### src/inc/can_regs_pkg.sv
/*
  Constants, field positions and types of the CAN status, timing and filter registers.
  Assumes one 125 MHz clock and word-indexed Avalon-MM register access.
*/
package can_regs_pkg;
  localparam int unsigned CLK_FREQ_MHZ = 125;

  // Word indices; byte address is four times the index
  localparam logic [3:0] IDX_FIFO     = 4'h0;
  localparam logic [3:0] IDX_FLAG     = 4'h1;
  localparam logic [3:0] IDX_ENABLE   = 4'h2;
  localparam logic [3:0] IDX_ERRCNT   = 4'h3;
  localparam logic [3:0] IDX_PRESCALE = 4'h4;
  localparam logic [3:0] IDX_SEGMENTS = 4'h5;
  localparam logic [3:0] IDX_FILT_EN  = 4'h6;
  localparam logic [3:0] IDX_BUFSEL   = 4'h7;

  localparam logic [7:0]  FLAG_RST     = 8'h00;
  localparam logic [7:0]  ENABLE_RST   = 8'h00;
  localparam logic [7:0]  PRESCALE_RST = 8'h00;
  localparam logic [15:0] SEGMENTS_RST = 16'h0000;
  localparam logic [15:0] FILT_EN_RST  = 16'hffff;
  localparam logic [15:0] BUFSEL_RST   = 16'h0000;

  localparam logic [7:0]  EVENT_MASK    = 8'hef;
  localparam logic [15:0] SEGMENTS_MASK = 16'h47ff;

  // Event flag positions
  localparam int EV_INVALID = 7;
  localparam int EV_WAKE    = 6;
  localparam int EV_ERR     = 5;
  localparam int EV_FIFO    = 3;
  localparam int EV_OVF     = 2;
  localparam int EV_RX      = 1;
  localparam int EV_TX      = 0;

  // Error state positions, sitting at flag register bits 13:8
  localparam int ES_LSB  = 8;
  localparam int ES_TX_OFF     = 5;
  localparam int ES_TX_PASSIVE = 4;
  localparam int ES_RX_PASSIVE = 3;
  localparam int ES_TXW  = 2;
  localparam int ES_RXW  = 1;
  localparam int ES_ANYW = 0;

  localparam int FIFO_WR_LSB = 8;
  localparam int FIFO_RD_LSB = 0;
  localparam int JUMP_LSB      = 6;
  localparam int PRESCALER_LSB = 0;
  localparam int WAKE_FILT_BIT = 14;
  localparam int PH2_LSB       = 8;
  localparam int PH2SEL_BIT    = 7;
  localparam int TRIPLE_BIT    = 6;
  localparam int PH1_LSB     = 3;
  localparam int PROP_LSB    = 0;

  localparam logic [7:0] WARN_LIMIT    = 8'h60;
  localparam logic [7:0] PASSIVE_LIMIT = 8'h80;

  // Information processing time, coded as length minus one quantum
  localparam logic [2:0] INFO_TIME_CODE = 3'h1;

  // Least low time of the receive line that counts as wake-up
  localparam int unsigned WAKE_FILT_NS     = 1000;
  localparam int unsigned WAKE_FILT_CYCLES = (WAKE_FILT_NS * CLK_FREQ_MHZ + 999) / 1000;

  typedef enum logic [3:0] {
    SEG_SYNC = 4'h1,
    SEG_PROP = 4'h2,
    SEG_PH1  = 4'h4,
    SEG_PH2  = 4'h8
  } seg_state_t;

  typedef struct packed {
    logic [5:0] prescaler;
    logic [1:0] jump_width;
    logic [2:0] prop;
    logic [2:0] ph1;
    logic [2:0] ph2;
    logic       ph2_sel;
    logic       triple;
  } timing_cfg_t;
endpackage

### src/can_bit_timing.sv
/*
  Time quantum prescaler and nominal bit segment sequencer with sampling.
  Assumes configuration is stable while the bus is in use.
*/
module can_bit_timing
  import can_regs_pkg::*;
(
  input  wire logic        clk_i,
  input  wire logic        rst_n_i,
  input  wire timing_cfg_t cfg_i,
  input  wire logic        rx_i,
  output logic             tq_tick_o,
  output logic             sample_o,
  output logic             sample_bit_o
);
  typedef struct packed {
    seg_state_t seg;
    logic [6:0] pre_cnt;
    logic [3:0] tq_cnt;
    logic [3:0] ext;
    logic [1:0] hist;
    logic       rx_prev;
    logic       tick;
    logic       sample;
    logic       bit_val;
  } bt_t;

  bt_t st_reg;
  bt_t st_next;
  logic       tick;
  logic       edge_seen;
  logic [2:0] ph2_code;
  logic [3:0] jump;

  assign tick      = st_reg.pre_cnt == {cfg_i.prescaler, 1'b1}; // RQ15
  assign edge_seen = st_reg.rx_prev && !rx_i;
  assign jump      = {2'h0, cfg_i.jump_width} + 4'h1; // RQ14
  assign ph2_code  = cfg_i.ph2_sel ? cfg_i.ph2 : // RQ26
                     (cfg_i.ph1 > INFO_TIME_CODE ? cfg_i.ph1 : INFO_TIME_CODE);

  always_comb begin
    st_next = st_reg;
    st_next.rx_prev = rx_i;
    st_next.tick = tick;
    st_next.sample = 1'b0;
    st_next.pre_cnt = tick ? 7'h00 : st_reg.pre_cnt + 7'h01;
    if (tick) begin
      st_next.hist = {st_reg.hist[0], rx_i};
    end
    case (st_reg.seg)
      SEG_SYNC: begin
        if (tick) begin
          st_next.seg = SEG_PROP; // RQ27
          st_next.tq_cnt = 4'h0;
        end
      end
      SEG_PROP: begin
        if (tick) begin
          st_next.tq_cnt = st_reg.tq_cnt + 4'h1;
          if (st_reg.tq_cnt == {1'b0, cfg_i.prop}) begin // RQ20
            st_next.seg = SEG_PH1;
            st_next.tq_cnt = 4'h0;
          end
        end
      end
      SEG_PH1: begin
        if (edge_seen && st_reg.ext == 4'h0) begin
          st_next.ext = jump;
        end
        if (tick) begin
          st_next.tq_cnt = st_reg.tq_cnt + 4'h1;
          if (st_reg.tq_cnt >= {1'b0, cfg_i.ph1} + st_reg.ext) begin // RQ19
            st_next.seg = SEG_PH2;
            st_next.tq_cnt = 4'h0;
            st_next.ext = 4'h0;
            st_next.sample = 1'b1;
            // Majority of the last three quanta
            st_next.bit_val = cfg_i.triple ? // RQ18
              (st_reg.hist[1] & st_reg.hist[0]) | (st_reg.hist[1] & rx_i) | (st_reg.hist[0] & rx_i) : rx_i;
          end
        end
      end
      SEG_PH2: begin
        if (edge_seen || tick) begin
          st_next.tq_cnt = st_reg.tq_cnt + (edge_seen ? jump : 4'h1);
          if (st_reg.tq_cnt + (edge_seen ? jump : 4'h0) >= {1'b0, ph2_code}) begin // RQ17
            st_next.seg = SEG_SYNC;
            st_next.tq_cnt = 4'h0;
          end
        end
      end
      default: begin
        st_next.seg = SEG_SYNC;
      end
    endcase
  end

  always_ff @(posedge clk_i) begin
    if (!rst_n_i) begin
      st_reg <= '{seg: SEG_SYNC, rx_prev: 1'b1, hist: 2'h3, bit_val: 1'b1, default: '0};
    end else begin
      st_reg <= st_next;
    end
  end

  assign tq_tick_o    = st_reg.tick;
  assign sample_o     = st_reg.sample;
  assign sample_bit_o = st_reg.bit_val;
endmodule

### src/can_status_timing_filter_regs.sv
/*
  CAN status, event flag, error count, bit timing and acceptance filter registers.
  Assumes an Avalon-MM master on CLK_I and a protocol engine that supplies
  pointers, error counts, event strobes and per-filter match lines.
*/
// Added by the designer: the Avalon-MM interface to the registers and the register addresses.
// Functional notes
// (RQ1) Two read-only 6-bit fifo pointers, reset zero
// (RQ2) Bit 13 shows transmitter bus-off
// (RQ3) Bits 12, 11 show tx, rx passive
// (RQ4) Bits 10, 9 warnings; bit 8 either
// (RQ5) Error flag set by error state changes; code sets it only when an error state is entered, not when one is left
// (RQ6) Invalid message sets bit 7; clear-only flags
// (RQ7) Bus activity sets wake-up flag
// (RQ8) Fifo almost full sets bit 3
// (RQ9) Occupied target buffer sets overflow flag
// (RQ10) Receive sets bit 1, transmit bit 0
// (RQ11) Enable bits beside each flag, reset zero
// (RQ12) Transmit error count in bits 15-8
// (RQ13) Receive error count in bits 7-0
// (RQ14) Jump width is field plus one quanta
// (RQ15) Quantum is twice prescaler plus one clocks
// (RQ16) Bit 14 enables wake-up line filter
// (RQ17) Phase two is field plus one quanta
// (RQ18) Bit 6 selects triple sampling
// (RQ19) Phase one is field plus one quanta
// (RQ20) Propagation is field plus one quanta
// (RQ21) Filter accepts only while enabled, reset one
// (RQ22) Filters 0-3 store into pointed buffer
// (RQ23) Pointer value is the buffer number
// (RQ24) Wake-up works while disabled; rest frozen
// (RQ25) Interrupt on any enabled set flag
// (RQ26) Bit 7 picks phase two source
// (RQ27) Bit is sync, prop, phase one, two
module can_status_timing_filter_regs
  import can_regs_pkg::*;
(
  input  wire logic        CLK_I,
  input  wire logic        RST_N_I,
  input  wire logic [3:0]  AVS_ADDRESS_I,
  input  wire logic        AVS_READ_I,
  input  wire logic        AVS_WRITE_I,
  input  wire logic [31:0] AVS_WRITEDATA_I,
  input  wire logic [3:0]  AVS_BYTEENABLE_I,
  output logic      [31:0] AVS_READDATA_O,
  output logic             AVS_WAITREQUEST_O,
  input  wire logic        MODULE_DISABLE_I,
  input  wire logic        CAN_RX_I,
  input  wire logic [5:0]  FIFO_WR_PTR_I,
  input  wire logic [5:0]  FIFO_RD_PTR_I,
  input  wire logic [7:0]  TX_ERR_COUNT_I,
  input  wire logic [7:0]  RX_ERR_COUNT_I,
  input  wire logic        TX_BUS_OFF_I,
  input  wire logic        RX_INVALID_I,
  input  wire logic        RX_DONE_I,
  input  wire logic        RX_OVERFLOW_I,
  input  wire logic        TX_DONE_I,
  input  wire logic        FIFO_ALMOST_FULL_I,
  input  wire logic        MSG_DONE_I,
  input  wire logic [15:0] FILTER_HIT_I,
  output logic             IRQ_O,
  output logic             TQ_TICK_O,
  output logic             SAMPLE_O,
  output logic             SAMPLE_BIT_O,
  output logic             ACCEPT_O,
  output logic      [3:0]  ACCEPT_FILTER_O,
  output logic      [3:0]  ACCEPT_BUF_O,
  output logic             ACCEPT_BUF_VALID_O
);
  typedef struct packed {
    logic        wait_req;
    logic [31:0] rdata;
    logic [7:0]  flags;
    logic [7:0]  enable;
    logic [5:0]  fifo_wr;
    logic [5:0]  fifo_rd;
    logic [7:0]  tec;
    logic [7:0]  rec;
    logic        bus_off;
    logic [5:0]  err_state;
    logic [7:0]  prescale;
    logic [15:0] segments;
    logic [15:0] filt_en;
    logic [15:0] bufsel;
    logic        irq;
    logic        accept;
    logic [3:0]  acc_filter;
    logic [3:0]  acc_buf;
    logic        acc_buf_valid;
  } regs_t;

  localparam regs_t REGS_RST = '{
    wait_req: 1'b1,
    flags:    FLAG_RST,
    enable:   ENABLE_RST,
    prescale: PRESCALE_RST,
    segments: SEGMENTS_RST,
    filt_en:  FILT_EN_RST,
    bufsel:   BUFSEL_RST,
    default:  '0
  };

  regs_t       st_reg;
  regs_t       st_next;
  logic        wr_commit;
  logic        rd_take;
  logic        flag_wr;
  logic [15:0] wmask;
  logic [15:0] wdata;
  logic [15:0] rd_word;
  logic [5:0]  es_now;
  logic [7:0]  ev_set;
  logic [15:0] eligible;
  logic [3:0]  hit_idx;
  logic        wake_pulse;
  timing_cfg_t cfg;

  function automatic logic [15:0] merge16(input logic [15:0] old_v, input logic [15:0] new_v,
                                          input logic [15:0] mask);
    return (old_v & ~mask) | (new_v & mask);
  endfunction

  // Request is answered one cycle after it is first seen
  assign wr_commit = AVS_WRITE_I && !st_reg.wait_req;
  assign rd_take   = AVS_READ_I && st_reg.wait_req;
  assign flag_wr   = wr_commit && AVS_ADDRESS_I == IDX_FLAG && AVS_BYTEENABLE_I[0];
  assign wmask     = {{8{AVS_BYTEENABLE_I[1]}}, {8{AVS_BYTEENABLE_I[0]}}};
  assign wdata     = AVS_WRITEDATA_I[15:0];

  // Error states from the held counters
  assign es_now[ES_TX_OFF]     = st_reg.bus_off; // RQ2
  assign es_now[ES_TX_PASSIVE] = st_reg.tec >= PASSIVE_LIMIT; // RQ3
  assign es_now[ES_RX_PASSIVE] = st_reg.rec >= PASSIVE_LIMIT; // RQ3
  assign es_now[ES_TXW]  = st_reg.tec >= WARN_LIMIT; // RQ4
  assign es_now[ES_RXW]  = st_reg.rec >= WARN_LIMIT; // RQ4
  assign es_now[ES_ANYW] = es_now[ES_TXW] | es_now[ES_RXW]; // RQ4

  // Event sources; only wake-up passes while disabled
  always_comb begin
    ev_set = 8'h00;
    ev_set[EV_WAKE] = wake_pulse; // RQ7 RQ24
    if (!MODULE_DISABLE_I) begin
      ev_set[EV_INVALID] = RX_INVALID_I; // RQ6
      ev_set[EV_ERR]     = |(es_now & ~st_reg.err_state); // RQ5
      ev_set[EV_FIFO]    = FIFO_ALMOST_FULL_I; // RQ8
      ev_set[EV_OVF]     = RX_OVERFLOW_I; // RQ9
      ev_set[EV_RX]      = RX_DONE_I; // RQ10
      ev_set[EV_TX]      = TX_DONE_I; // RQ10
    end
  end

  genvar g;
  generate
    for (g = 0; g < 16; g++) begin : gen_filt
      assign eligible[g] = FILTER_HIT_I[g] & st_reg.filt_en[g]; // RQ21
    end
  endgenerate

  // Lowest numbered enabled filter wins
  always_comb begin
    hit_idx = 4'h0;
    for (int i = 15; i >= 0; i--) begin
      if (eligible[i]) begin
        hit_idx = 4'(i);
      end
    end
  end

  always_comb begin
    case (AVS_ADDRESS_I)
      IDX_FIFO:     rd_word = {2'h0, st_reg.fifo_wr, 2'h0, st_reg.fifo_rd}; // RQ1
      IDX_FLAG:     rd_word = {2'h0, st_reg.err_state, st_reg.flags};
      IDX_ENABLE:   rd_word = {8'h00, st_reg.enable};
      IDX_ERRCNT:   rd_word = {st_reg.tec, st_reg.rec}; // RQ12 RQ13
      IDX_PRESCALE: rd_word = {8'h00, st_reg.prescale};
      IDX_SEGMENTS: rd_word = st_reg.segments;
      IDX_FILT_EN:  rd_word = st_reg.filt_en;
      IDX_BUFSEL:   rd_word = st_reg.bufsel;
      default:      rd_word = 16'h0000;
    endcase
  end

  always_comb begin
    st_next = st_reg;
    st_next.wait_req = !((AVS_READ_I || AVS_WRITE_I) && st_reg.wait_req);
    if (rd_take) begin
      st_next.rdata = {16'h0000, rd_word};
    end

    // Counters and pointers hold while disabled
    if (!MODULE_DISABLE_I) begin
      st_next.fifo_wr = FIFO_WR_PTR_I; // RQ1
      st_next.fifo_rd = FIFO_RD_PTR_I; // RQ1
      st_next.tec     = TX_ERR_COUNT_I; // RQ12 RQ24
      st_next.rec     = RX_ERR_COUNT_I; // RQ13 RQ24
      st_next.bus_off = TX_BUS_OFF_I;
    end
    st_next.err_state = es_now;

    // Clear by writing zero; a new event wins
    if (flag_wr) begin
      st_next.flags = st_reg.flags & wdata[7:0]; // RQ6
    end
    st_next.flags = (st_next.flags | ev_set) & EVENT_MASK;

    if (wr_commit) begin
      case (AVS_ADDRESS_I)
        IDX_ENABLE: begin
          st_next.enable = 8'(merge16({8'h00, st_reg.enable}, wdata, wmask)
                              & {8'h00, EVENT_MASK}); // RQ11
        end
        IDX_PRESCALE: begin
          st_next.prescale = 8'(merge16({8'h00, st_reg.prescale}, wdata, wmask)); // RQ14 RQ15
        end
        IDX_SEGMENTS: begin
          st_next.segments = merge16(st_reg.segments, wdata, wmask) & SEGMENTS_MASK;
        end
        IDX_FILT_EN: begin
          st_next.filt_en = merge16(st_reg.filt_en, wdata, wmask); // RQ21
        end
        IDX_BUFSEL: begin
          st_next.bufsel = merge16(st_reg.bufsel, wdata, wmask); // RQ22
        end
        default: begin
        end
      endcase
    end

    st_next.irq = |(st_reg.flags & st_reg.enable); // RQ25

    st_next.accept = MSG_DONE_I && !MODULE_DISABLE_I && |eligible;
    if (MSG_DONE_I) begin
      st_next.acc_filter    = hit_idx;
      st_next.acc_buf_valid = hit_idx < 4'h4;
      st_next.acc_buf       = st_reg.bufsel[{hit_idx[1:0], 2'h0} +: 4]; // RQ22 RQ23
    end
  end

  always_ff @(posedge CLK_I) begin
    if (!RST_N_I) begin
      st_reg <= REGS_RST;
    end else begin
      st_reg <= st_next;
    end
  end

  always_comb begin
    cfg.prescaler  = st_reg.prescale[PRESCALER_LSB +: 6]; // RQ15
    cfg.jump_width = st_reg.prescale[JUMP_LSB +: 2]; // RQ14
    cfg.prop       = st_reg.segments[PROP_LSB +: 3]; // RQ20
    cfg.ph1        = st_reg.segments[PH1_LSB +: 3]; // RQ19
    cfg.ph2        = st_reg.segments[PH2_LSB +: 3]; // RQ17
    cfg.ph2_sel    = st_reg.segments[PH2SEL_BIT]; // RQ26
    cfg.triple     = st_reg.segments[TRIPLE_BIT]; // RQ18
  end

  can_bit_timing u_timing (
    .clk_i        (CLK_I),
    .rst_n_i      (RST_N_I),
    .cfg_i        (cfg),
    .rx_i         (CAN_RX_I),
    .tq_tick_o    (TQ_TICK_O),
    .sample_o     (SAMPLE_O),
    .sample_bit_o (SAMPLE_BIT_O)
  );

  can_wake_filter u_wake (
    .clk_i       (CLK_I),
    .rst_n_i     (RST_N_I),
    .filter_en_i (st_reg.segments[WAKE_FILT_BIT]), // RQ16
    .rx_i        (CAN_RX_I),
    .wake_o      (wake_pulse)
  );

  assign AVS_READDATA_O     = st_reg.rdata;
  assign AVS_WAITREQUEST_O  = st_reg.wait_req;
  assign IRQ_O              = st_reg.irq;
  assign ACCEPT_O           = st_reg.accept;
  assign ACCEPT_FILTER_O    = st_reg.acc_filter;
  assign ACCEPT_BUF_O       = st_reg.acc_buf;
  assign ACCEPT_BUF_VALID_O = st_reg.acc_buf_valid;
endmodule

### src/can_wake_filter.sv
/*
  Bus activity detector for wake-up, with optional low-pass filter.
  Assumes the receive line is synchronous to the clock.
*/
module can_wake_filter
  import can_regs_pkg::*;
(
  input  wire logic clk_i,
  input  wire logic rst_n_i,
  input  wire logic filter_en_i,
  input  wire logic rx_i,
  output logic      wake_o
);
  localparam logic [7:0] FILT_LAST = 8'(WAKE_FILT_CYCLES - 1);

  typedef struct packed {
    logic [7:0] cnt;
    logic       rx_prev;
    logic       wake;
  } wf_t;

  wf_t st_reg;
  wf_t st_next;

  always_comb begin
    st_next = st_reg;
    st_next.rx_prev = rx_i;
    st_next.wake = 1'b0;
    if (rx_i) begin
      st_next.cnt = 8'h00;
    end else if (st_reg.cnt <= FILT_LAST) begin
      st_next.cnt = st_reg.cnt + 8'h01;
    end
    // Filtered: dominant must last the full time
    if (filter_en_i) begin
      st_next.wake = !rx_i && st_reg.cnt == FILT_LAST;
    end else begin
      st_next.wake = st_reg.rx_prev && !rx_i;
    end
  end

  always_ff @(posedge clk_i) begin
    if (!rst_n_i) begin
      st_reg <= '{rx_prev: 1'b1, default: '0};
    end else begin
      st_reg <= st_next;
    end
  end

  assign wake_o = st_reg.wake;
endmodule

### config.mk
export PLATFORM = sky130hd
export DESIGN_NAME = can_status_timing_filter_regs
export DESIGN_NICKNAME = d
export VERILOG_FILES = /design/src/inc/can_regs_pkg.sv /design/src/can_bit_timing.sv /design/src/can_status_timing_filter_regs.sv /design/src/can_wake_filter.sv
export SDC_FILE = /design/constraint.sdc
export NUM_CORES = 1
export LEC_CHECK = 0
export ABC_AREA = 1
export BUFFER_PORTS_ARGS = -buffer_cell sky130_fd_sc_hd__buf_2
export CELL_PAD_IN_SITES_DETAIL_PLACEMENT = 0
export CELL_PAD_IN_SITES_GLOBAL_PLACEMENT = 1
export CORE_MARGIN = 4
export CORE_UTILIZATION = 40
export DETAILED_ROUTE_END_ITERATION = 8
export GPL_TIMING_DRIVEN = 0
export PLACE_DENSITY_LB_ADDON = 0.3
export SLEW_MARGIN = 0
export SYNTH_ARGS = -nofsm -noshare
export SYNTH_HDL_FRONTEND = slang
export SYNTH_HIERARCHICAL = 1
export SYNTH_SLANG_ARGS = --single-unit
### constraint.sdc
create_clock -name CLK_I -period 2.8 [get_ports CLK_I]
set_input_delay 0.56 -clock CLK_I [delete_from_list [all_inputs] [get_ports CLK_I]]
set_output_delay 0.56 -clock CLK_I [all_outputs]
set_load 0.05 [all_outputs]
==> impl_results.md, run 1 <==
- Gate power share: 0.134
- Area post-placement: 9140 um2
- Clk network pwr share: 0.449
- Initial antenna violation count: 2
- Status: completed
- Met1 Use GR: 0.300
- First-pass iteration count of the detailed router: 6
- Sw Pwr: 1650 uW
- Crit-path max FO: 5
- Gpl congestion: 0.882
- Fin cells: 1,564
- Post-synth EDFFs: 0
- Pwr Total: 5950 uW
- Initial detailed-routing violation count: 460
- Final setup fails: 0
- Finished Cell Area: 9810 um2
- Hold Vio Cnt, Final: 0
- Synthesized area: 8210 um2
- CTS Root Cell: clkbuf_16
- Synth top area share: 0.400
- Hold path start: AVS_READ_I
- Largest stage delay on the critical path: 470 ps
- Post-layout nets: 1,399
- Final Slew Violations: 0
- Vias per cell: 4.90
- Max cap viols: 0
- Global-route wire length before repair: 37.6 mm
- Clk_lat worst skew: 430 ps
- Io pins: 144
- Final min period: 2530 ps
- Most area-consuming cells after synthesis: dfxtp_1 (40%), nand2_1 (10%), inv_1 (7.2%)
- Sequential share of power: 0.417
- Crit Path Class: input pin to flop
- Post-CTS Hold Fix Bufs: 0
- Slew @ Worst Pin: 720 ps
- Yosys cell types: 51
- Post-synth top cells: nand2_1 (220), dfxtp_1 (164), inv_1 (157)
- Resized cells post-CTS: 0
- Yosys warning total: 6
- Hpwl dp: 18.5 mm
- Most used DFF post-synth: dfxtp_1
- Worst vdd ir: 0.419 mV
- Grt met2 use: 0.333
- Row cnt: 52
- Async set-reset flop share out of synthesis: 0
- WL/cell: 15.2 um
- Inserted Clock Buffers: 17
- Pint: 4300 uW
- PortBufs: 108
- R2R setup slack: 280 ps
- Hold Path Class: input pin to flop
- Switching share of power: 0.278
- Total grt overflow: 0
- Cells after synthesis: 1,138
- P&R area growth vs syn: 19.6%
- DRC violations left: 0
- Final wirelength: 23.8 mm
- Worst r2r dst: u_timing/st_reg[23]
- Clock tree sinks: 164
- Initial Util: 0.406
- Leak Pwr: 0.00446 uW
- PD cells: 606 nW/um2
- CTS clock-pin slew for the worst setup and hold paths: 70 ps
- Number of global-route vias before repair: 7,183
- Placed cells: 1,531
- Buffer levels on the longest clock path: 2
- DIE WIDTH: 151 um
- CTS tree: done
- Total GRT Usage: 0.213
- Post-Syn Area per Cell: 7.21 um2
- Via Count: 7,657
- Die area: 22,900 um2
- Worst setup SP type: input pin
- Relative slew margins: 0.520
- Sequential fraction of the synthesis area: 0.400
- Worst EP required: 3090 ps
- Post-synth top area cell: dfxtp_1
- RSZ-0062 raised after global routing: false
- Synth Register Bits: 164
- Worst hold endpoint: AVS_WAITREQUEST_O
- Core Box Area: 20,200 um2
- Antenna-violating nets left: 0
- M3 GR Usage: 0.0440
- Share of post-route cells with drive strength above 1: 0.183
- H-tree depth: 4
- CP max-delay cell: fa_1
- CP Data Arrival Time: 2820 ps
- Pin count of the biggest net entering global routing: 17
- Final worst-path cycle share: 0.905
- Critical-path cell list: buf_2, inv_1, nand2_1, nor2_1, ha_1, inv_1, fa_1, inv_1, ha_1, o21ai_0, nand2_1, nand2_1, nand2_1, nor2_4, nor2_2, nand3_2, nand2_1, a21oi_1
- Chip height: 151 um
- Most frequent cell after synthesis: nand2_1
- Worst Hold Depth: 2
- Peak Freq: 395 MHz
- CP endpoint kind: flop
- Max Clock Skew: 11.1 ps
- Post-CTS Setup Inserts: 0
- Most common cell type on the critical path: nand2_1
- Worst reg-to-reg path cell count: 14
- Busiest grt layer: met2
-- power groups by stage --
stage / Sequential (uW) / Clock (uW) / Combinational, uW
after detailed placement: 2530 / 0 / 794
after global placement: 2530 / 0 / 792
final: 2480 / 2670 / 799
after global routing: 2490 / 2800 / 893
after floorplan: 2530 / 0 / 569
after CTS: 2480 / 2710 / 798
-- worst max path at each step --
stage                   from                  end  slack, ps  cells past startpoint
finish              CAN_RX_I  u_timing/st_reg[23]        270                     18
global route        CAN_RX_I  u_timing/st_reg[24]         30                     18
CTS                 CAN_RX_I  u_timing/st_reg[23]        240                     18
detailed placement  CAN_RX_I  u_timing/st_reg[23]       -230                     18
global placement    CAN_RX_I  u_timing/st_reg[24]       -210                     18
floorplan           CAN_RX_I  u_timing/st_reg[23]        230                     17
-- placed cells by master, fill, tap and decap left out, types with 5 or more instances in the layout --
cell type and n:
o211ai_1 20, buf_2 113, dfxtp_1 164, nand2_2 9, inv_2 9, clkbuf_1 22
o21ai_0 93, a221oi_1 8, inv_6 6, ha_1 19, o22ai_1 26, buf_4 40
clkbuf_16 17, nand2_1 220, nand3_1 46, nand4_1 5, conb_1 16, a21oi_2 8
o221ai_1 5, xor2_1 9, nor2_2 5, nand3_2 7, a21oi_1 106, nor2_1 103
inv_1 157, bufinv_16 5
-- logic make-up after synthesis --
kind of cell,synth area share
multiplexers,0.00122
XOR/XNOR,0.0139
adder cells (fa/ha/maj),0.0363
flip-flops,0.400
AO/OA/AOI/OAI,0.201
other,0.000457
buffers and inverters,0.134
AND/OR/NAND/NOR,0.214
-- worst max-delay path: cells and delay by family --
family / cells / cell delay (ps)
compound gates: 2 / 130
buf+inv: 4 / 320
fa+ha+maj: 3 / 900
simple gates: 9 / 910
-- layer usage --
| layer | part of all wire | vias up | routed length, um |
|---|---|---|---|
| li1 | - | 3953 | - |
| met1 | 0.49 | 3481 | 11600 |
| met2 | 0.45 | 201 | 10700 |
| met3 | 0.055 | 22 | 1310 |
| met4 | 0.011 | 0 | 264 |
| met5 | 0 | - | 0 |
-- cell type report --
cell class                 count  area (um2)
buffer                        74         457
clock buffer                  17         425
inverter                     169         639
multi-input combinational    746        3880
antenna                        2        5.00
sequential                   164        3280
tap                          270         338
clock inverter                14         241
fill                        2086       10400
timing repair buffer         108         541
-- through the flow --
stage / TNS, ps / util / hold slack (ps) / setup slack [ps]
finish: 0 / 0.485 / 359 / 266
global route: 0 / 0.485 / 348 / 32.8
CTS: 0 / 0.485 / 341 / 244
detailed placement: -1260 / 0.452 / 433 / -230
global placement: -1110 / 0.452 / 421 / -207
floorplan: 0 / - / 415 / 234
Note: power is estimated with default switching activity, not from simulation.
==> run 2: changes to the inputs <==
clock period = 2.7 ns   (was 2.8 ns; I/O delays follow)
==> run 2 against run 1 <==
  * Worst hold slack lost 23 ps
  * Highest routed layer unchanged
  * Sequential power increased by 4%
  * Non-clock buffer count unchanged
  * Global-route usage unchanged
  * Clock skew is 3.0 ps higher
  * Power increased by 3.8%
  * Core utilization about the same
  * Count of clock-buffer cells in the layout did not move
  * First-iteration DRC count rose by 3.9%
  * Wire length hardly changed
==> impl_results.md, run 2 (synthesized netlist as in run 1, its figures left out) <==
- Share of post-route cells with drive strength above 1: 0.183 (unchanged)
- Final WS setup: 213 ps (-52.4 ps)
- P&R area growth vs syn: 19.6% (about the same)
- Worst setup SP type: flop
- Area post-placement: 9140 um2 (unchanged)
- Final min period: 2490 ps
- Core Box Area: 20,200 um2 (unchanged)
- PortBufs: 108 (unchanged)
- CTS clock-pin slew for the worst setup and hold paths: 70 ps (about the same)
- CTS tree: done
- Antenna-violating nets left: 0 (unchanged)
- Placed cells: 1,531 (unchanged)
- Crit Path Class: flop to flop
- CP max-delay cell: fa_1
- Io pins: 144 (unchanged)
- WL/cell: 15.2 um (about the same)
- Hold slack: 336 ps (-22.8 ps)
- PD cells: 629 nW/um2 (+3.8%)
- H-tree depth: 4 (unchanged)
- Status: completed
- Slew @ Worst Pin: 705 ps (-14.5 ps)
- Chip height: 151 um (unchanged)
- Buffer levels on the longest clock path: 2 (unchanged)
- Peak Freq: 402 MHz
- Crit-path max FO: 5 (unchanged)
- Initial antenna violation count: 2 (unchanged)
- Hold Vio Cnt, Final: 0 (unchanged)
- Initial Util: 0.406 (unchanged)
- DRC violations left: 0 (unchanged)
- Relative slew margins: 0.530 (+0.00968)
- Total GRT Usage: 0.213 (unchanged)
- Final wirelength: 23.8 mm (about the same)
- Row cnt: 52 (unchanged)
- Global-route wire length before repair: 37.6 mm (unchanged)
- Most common cell type on the critical path: nand2_1
- Final Core Density: 0.485 (about the same)
- CP Data Arrival Time: 2850 ps (+30 ps)
- RSZ-0062 raised after global routing: false
- Final worst-path cycle share: 0.921
- Most common cell after layout, fill and taps aside: nand2_1
- DIE WIDTH: 151 um (unchanged)
- Clk_lat worst skew: 430 ps (about the same)
- Worst vdd ir: 0.438 mV (+4.5%)
- Commonest non-fill, non-tap cells in the layout: nand2_1 (220), dfxtp_1 (164), inv_1 (157)
- Total grt overflow: 0 (unchanged)
- Clock tree sinks: 164 (unchanged)
- Inserted Clock Buffers: 17 (unchanged)
- Fin cells: 1,564 (unchanged)
- Hpwl dp: 18.5 mm (unchanged)
- Place WS: -310 ps (-80.0 ps)
- Critical-path cell list: ha_1, nand2_1, fa_1, inv_1, ha_1, o21ai_0, nand2_1, nand2_1, nand2_1, nor2_4, nand3_1, nand2_1, nand2_1, a21oi_2
- FILL cells: 2,085 (-0.048%)
- Final setup fails: 0 (unchanged)
- Pin count of the biggest net entering global routing: 17 (unchanged)
- Post-CTS Setup Inserts: 0 (unchanged)
- Leak Pwr: 0.00446 uW (about the same)
- Initial detailed-routing violation count: 478 (+3.9%)
- Number of global-route vias before repair: 7,183 (unchanged)
- Post-layout nets: 1,399 (unchanged)
- First-pass iteration count of the detailed router: 5 (-1)
- Vias per cell: 4.92 (+0.55%)
- Die area: 22,900 um2 (unchanged)
- Max Clock Skew: 14.1 ps (+2.99 ps)
- Gpl congestion: 0.882 (unchanged)
- Hold Path Class: input pin to flop
- Via Count: 7,699 (+0.55%)
- Largest stage delay on the critical path: 510 ps (+40 ps)
- CP endpoint kind: flop
- Max cap viols: 0 (unchanged)
- CTS Root Cell: clkbuf_16
- Worst EP required: 3060 ps (-30 ps)
- Final Slew Violations: 0 (unchanged)
- Finished Cell Area: 9820 um2 (about the same)
[run 2: cell types whose count changed in the layout (fill, tap and decap cells not counted)]
| cell | before | now |
|---|---|---|
| nor2_2 | 5 | 4 |
| nor2_4 | 2 | 3 |
[run 2: final cells by class]
type | count | area [um2] | share of cell area
Clock inverter | 14 | 241 | 0.0246
Buffer | 74 | 457 | 0.0465
Clock buffer | 17 | 425 | 0.0433
Timing Repair Buffer | 108 | 541 | 0.0551
Sequential cell | 164 | 3280 | 0.334
Inverter | 169 | 639 | 0.0651
Tap cell | 270 | 338 | 0.0344
Multi-Input combinational cell | 746 | 3890 | 0.396
Antenna cell | 2 | 5.00 | 0.000510
[run 2: worst max-delay path, delay by kind of cell (launching register included)]
kind	cells	cell delay [ps]
adders and majority gates	3	1110
and+or+nand+nor	8	710
DFF	1	360
AOI/OAI and AO/OA	2	190
buffers and inverters	1	40
[run 2: path summary, 6_finish.rpt]
| kind | end | from | slack (ps) | cells past startpoint |
|---|---|---|---|---|
| setup reg to reg | u_timing/st_reg[13] | flop | 210 | 14 |
| hold reg to reg | st_reg[72] | es_now[5] | 460 | 2 |
| setup / recovery | u_timing/st_reg[13] | flop | 210 | 14 |
| hold / removal | AVS_WAITREQUEST_O | AVS_READ_I | 340 | 2 |
[run 2: routing by layer]
metal  vias to the layer above  routed length [um]  part of all wire  GRT usage
met5                         -                   0                 0          0
met1                      3505               11500              0.48      0.300
li1                       3957                   -                 -          -
met2                       215               10600              0.45      0.333
met3                        22                1420             0.060     0.0440
met4                         0                 264             0.011     0.0526
[run 2: repair_timing]
item | in CTS | in global routing
gates resized for setup | 0 | 1
hold buffers | 0 | 0
endpoints found under the setup margin | 0 | 3
[run 2: per-stage QoR]
step,setup TNS (ps),total power (uW)
finish,0,6180
detailed placement,-1900,3450
global route,0,6420
floorplan,0,3220
CTS,0,6210
global placement,-1750,3450
[run 2: power breakdown]
group | switching (uW) | internal, uW | leakage [uW]
registers | 58.5 | 2510 | 0.00134
logic | 559 | 268 | 0.00280
clock network | 1100 | 1680 | 0.000326
total | 1720 | 4460 | 0.00446
==> run 3: changes to the inputs <==
CORE_UTILIZATION = 25   (was 40)
==> run 3 against run 2 <==
  * Critical path depth unchanged
  * Sequential power about the same
  * Critical endpoint is now u_timing/st_reg[23]
  * Die area is 56% higher
  * Fmax grew 1.4%
  * Clock skew is essentially flat
  * Core utilization is 18 points lower
  * Sequential share of layout area down 0.53 points
  * Register-to-register slack better by 30 ps
  * Via count decreased by 0.55%
  * Power decreased by 3.5%
  * Largest cell class unchanged
  * Final area up 1.8%
  * Wire length rose by 16%
==> impl_results.md, run 3 (synthesized netlist as in run 1, its figures left out) <==
- Chip height: 189 um (+25%)
- Final worst-path cycle share: 0.909 (-0.0124)
- CTS Root Cell: clkbuf_16
- Most common cell type on the critical path: nand2_1
- Vias per cell: 4.41 (-10%)
- Number of global-route vias before repair: 7,365 (+2.5%)
- Leak Pwr: 0.00442 uW (-0.98%)
- Crit Path Class: flop to flop
- Status: completed
- PortBufs: 108 (unchanged)
- CP endpoint kind: flop
- Row cnt: 66 (+27%)
- RSZ-0062 raised after global routing: false
- Gpl congestion: 0.822 (-6.8%)
- Crit-path max FO: 5 (unchanged)
- Post-layout nets: 1,399 (unchanged)
- DRC violations left: 0 (unchanged)
- Final min period: 2450 ps (-33.4 ps)
- Via Count: 7,657 (-0.55%)
- Buffer levels on the longest clock path: 2 (unchanged)
- Antenna-violating nets left: 0 (unchanged)
- Io pins: 144 (unchanged)
- CP max-delay cell: fa_1
- Hold Vio Cnt, Final: 0 (unchanged)
- Initial antenna violation count: 0 (-2)
- H-tree depth: 4 (unchanged)
- # diodes: 0 (-2)
- Hold Path Class: input pin to flop
- CTS tree: done
- P&R area growth vs syn: 21.7%
- WL/cell: 15.9 um (+4.3%)
- Most common cell after layout, fill and taps aside: nand2_1
- Inserted Clock Buffers: 17 (unchanged)
- Clock tree sinks: 164 (unchanged)
- Initial Util: 0.253 (-0.153)
- Slew @ Worst Pin: 795 ps (+90.3 ps)
- Post-CTS Hold Fix Bufs: 0 (unchanged)
- First-pass iteration count of the detailed router: 5 (unchanged)
- Worst vdd ir: 0.333 mV (-24%)
- Final setup fails: 0 (unchanged)
- Share of post-route cells with drive strength above 1: 0.188 (+0.00527)
- Initial detailed-routing violation count: 487 (+1.9%)
- CP top delay family: adder cells
- Final wirelength: 27.5 mm (+16%)
- Core Box Area: 32,500 um2 (+60%)
- Hpwl dp: 21.6 mm (+17%)
- Commonest non-fill, non-tap cells in the layout: nand2_1 (218), dfxtp_1 (162), inv_1 (156)
- Setup TNS: 0 ps (unchanged)
- Total GRT Usage: 0.152 (-0.0608)
- FILL cells: 3,592 (+72%)
- Peak Freq: 408 MHz (+1.4%)
- Max Clock Skew: 14.1 ps (-0.0440 ps)
- Global-route wire length before repair: 42.1 mm (+12%)
- Relative slew margins: 0.470 (-0.0602)
- Total grt overflow: 0 (unchanged)
- Placed cells: 1,703 (+11%)
- Clk_lat worst skew: 440 ps (about the same)
- CTS clock-pin slew for the worst setup and hold paths: 80 ps (about the same)
- Largest stage delay on the critical path: 510 ps (about the same)
- Worst setup SP type: flop
- Worst EP required: 3060 ps (about the same)
- CP Data Arrival Time: 2820 ps (-30 ps)
- Critical path buffers and inverters: 1 (unchanged)
- DIE WIDTH: 189 um (+25%)
- Critical-path cell list: ha_4, nand2_2, fa_1, inv_1, ha_1, o21ai_0, nand2_1, nand2_1, nand2_1, nor2_4, nor2_4, nand3_2, nand2_1, a21oi_1
- Pin count of the biggest net entering global routing: 17 (unchanged)
- Final Slew Violations: 0 (unchanged)
- PD cells: 597 nW/um2 (-5.1%)
- Die area: 35,800 um2 (+56%)
- Max cap viols: 0 (unchanged)
- Fin cells: 1,735 (+11%)
-- run 3: changes by cell type in the layout (fill, tap and decap cells not counted), moves of 2 or more --
| cell | change |
|---|---|
| bufinv_16 | -3 |
| clkbuf_1 | +2 |
| clkinv_4 | +2 |
| clkinvlp_4 | +2 |
| dfxtp_1 | -2 |
| diode_2 | -2 |
| inv_6 | -2 |
| nand2_1 | -2 |
| nand2_2 | +2 |
-- run 3: what timing repair did --
action / 4_1_cts / 5_1_grt
setup endpoints to repair: 0 / 8
resized for setup: 0 / 10
buffers inserted: 0 / 0
-- run 3: path summary, 6_finish.rpt --
| path | startpoint | endpoint | slack [ps] | cells past startpoint |
|---|---|---|---|---|
| worst max-delay path | flop | u_timing/st_reg[23] | 250 | 14 |
| worst min-delay path | AVS_READ_I | AVS_WAITREQUEST_O | 320 | 2 |
| worst max register to register | flop | u_timing/st_reg[23] | 250 | 14 |
| worst min register to register | st_reg[95] | st_reg[95] | 460 | 2 |
-- run 3: final cells by class --
type	count	area (um2)	area share
well taps	442	553	0.0554
clock buffers	19	433	0.0433
clock inverters	13	161	0.0162
repair buffers	108	541	0.0541
plain buffers	74	457	0.0457
multi-input cells	746	3920	0.392
inverters	169	639	0.0640
flip-flops and latches	164	3290	0.329
-- run 3: report_power, final --
| group | total, uW | leakage [uW] | internal [uW] | switching, uW |
|---|---|---|---|---|
| sequential | 2570 | 0.00134 | 2510 | 56.5 |
| clock | 2540 | 0.000285 | 1400 | 1150 |
| combinational | 852 | 0.00279 | 269 | 583 |
-- run 3: metrics by stage --
stage          hold slack [ps]  total power (uW)  utilization  setup WS (ps)  cell area [um2]
2_1_floorplan              415              3220            -            154             8260
3_3_place_gp               438              3480        0.288           -295             9360
3_5_place_dp               445              3480        0.288           -306             9360
4_1_cts                    298              6030        0.307           82.8             9950
5_1_grt                    309              6210        0.308           1.09             9990
6_report                   315              5960        0.308            247             9990
-- run 3: routing by layer --
| metal | up-vias | global-route usage | share of wire |
|---|---|---|---|
| met4 | 0 | 0.0580 | 0.030 |
| met1 | 3504 | 0.202 | 0.47 |
| met2 | 155 | 0.247 | 0.46 |
| met5 | - | 0 | 0 |
| li1 | 3958 | - | - |
| met3 | 40 | 0.0265 | 0.038 |
-- run 3: worst reg2reg max path, stage by stage (launching register included) --
cell	delay, ps
dfxtp_4	370
ha_4	280
nand2_2	80
fa_1	510
inv_1	40
ha_1	270
o21ai_0	70
nand2_1	70
nand2_1	60
nand2_1	80
nor2_4	210
nor2_4	80
nand3_2	90
nand2_1	60
a21oi_1	110
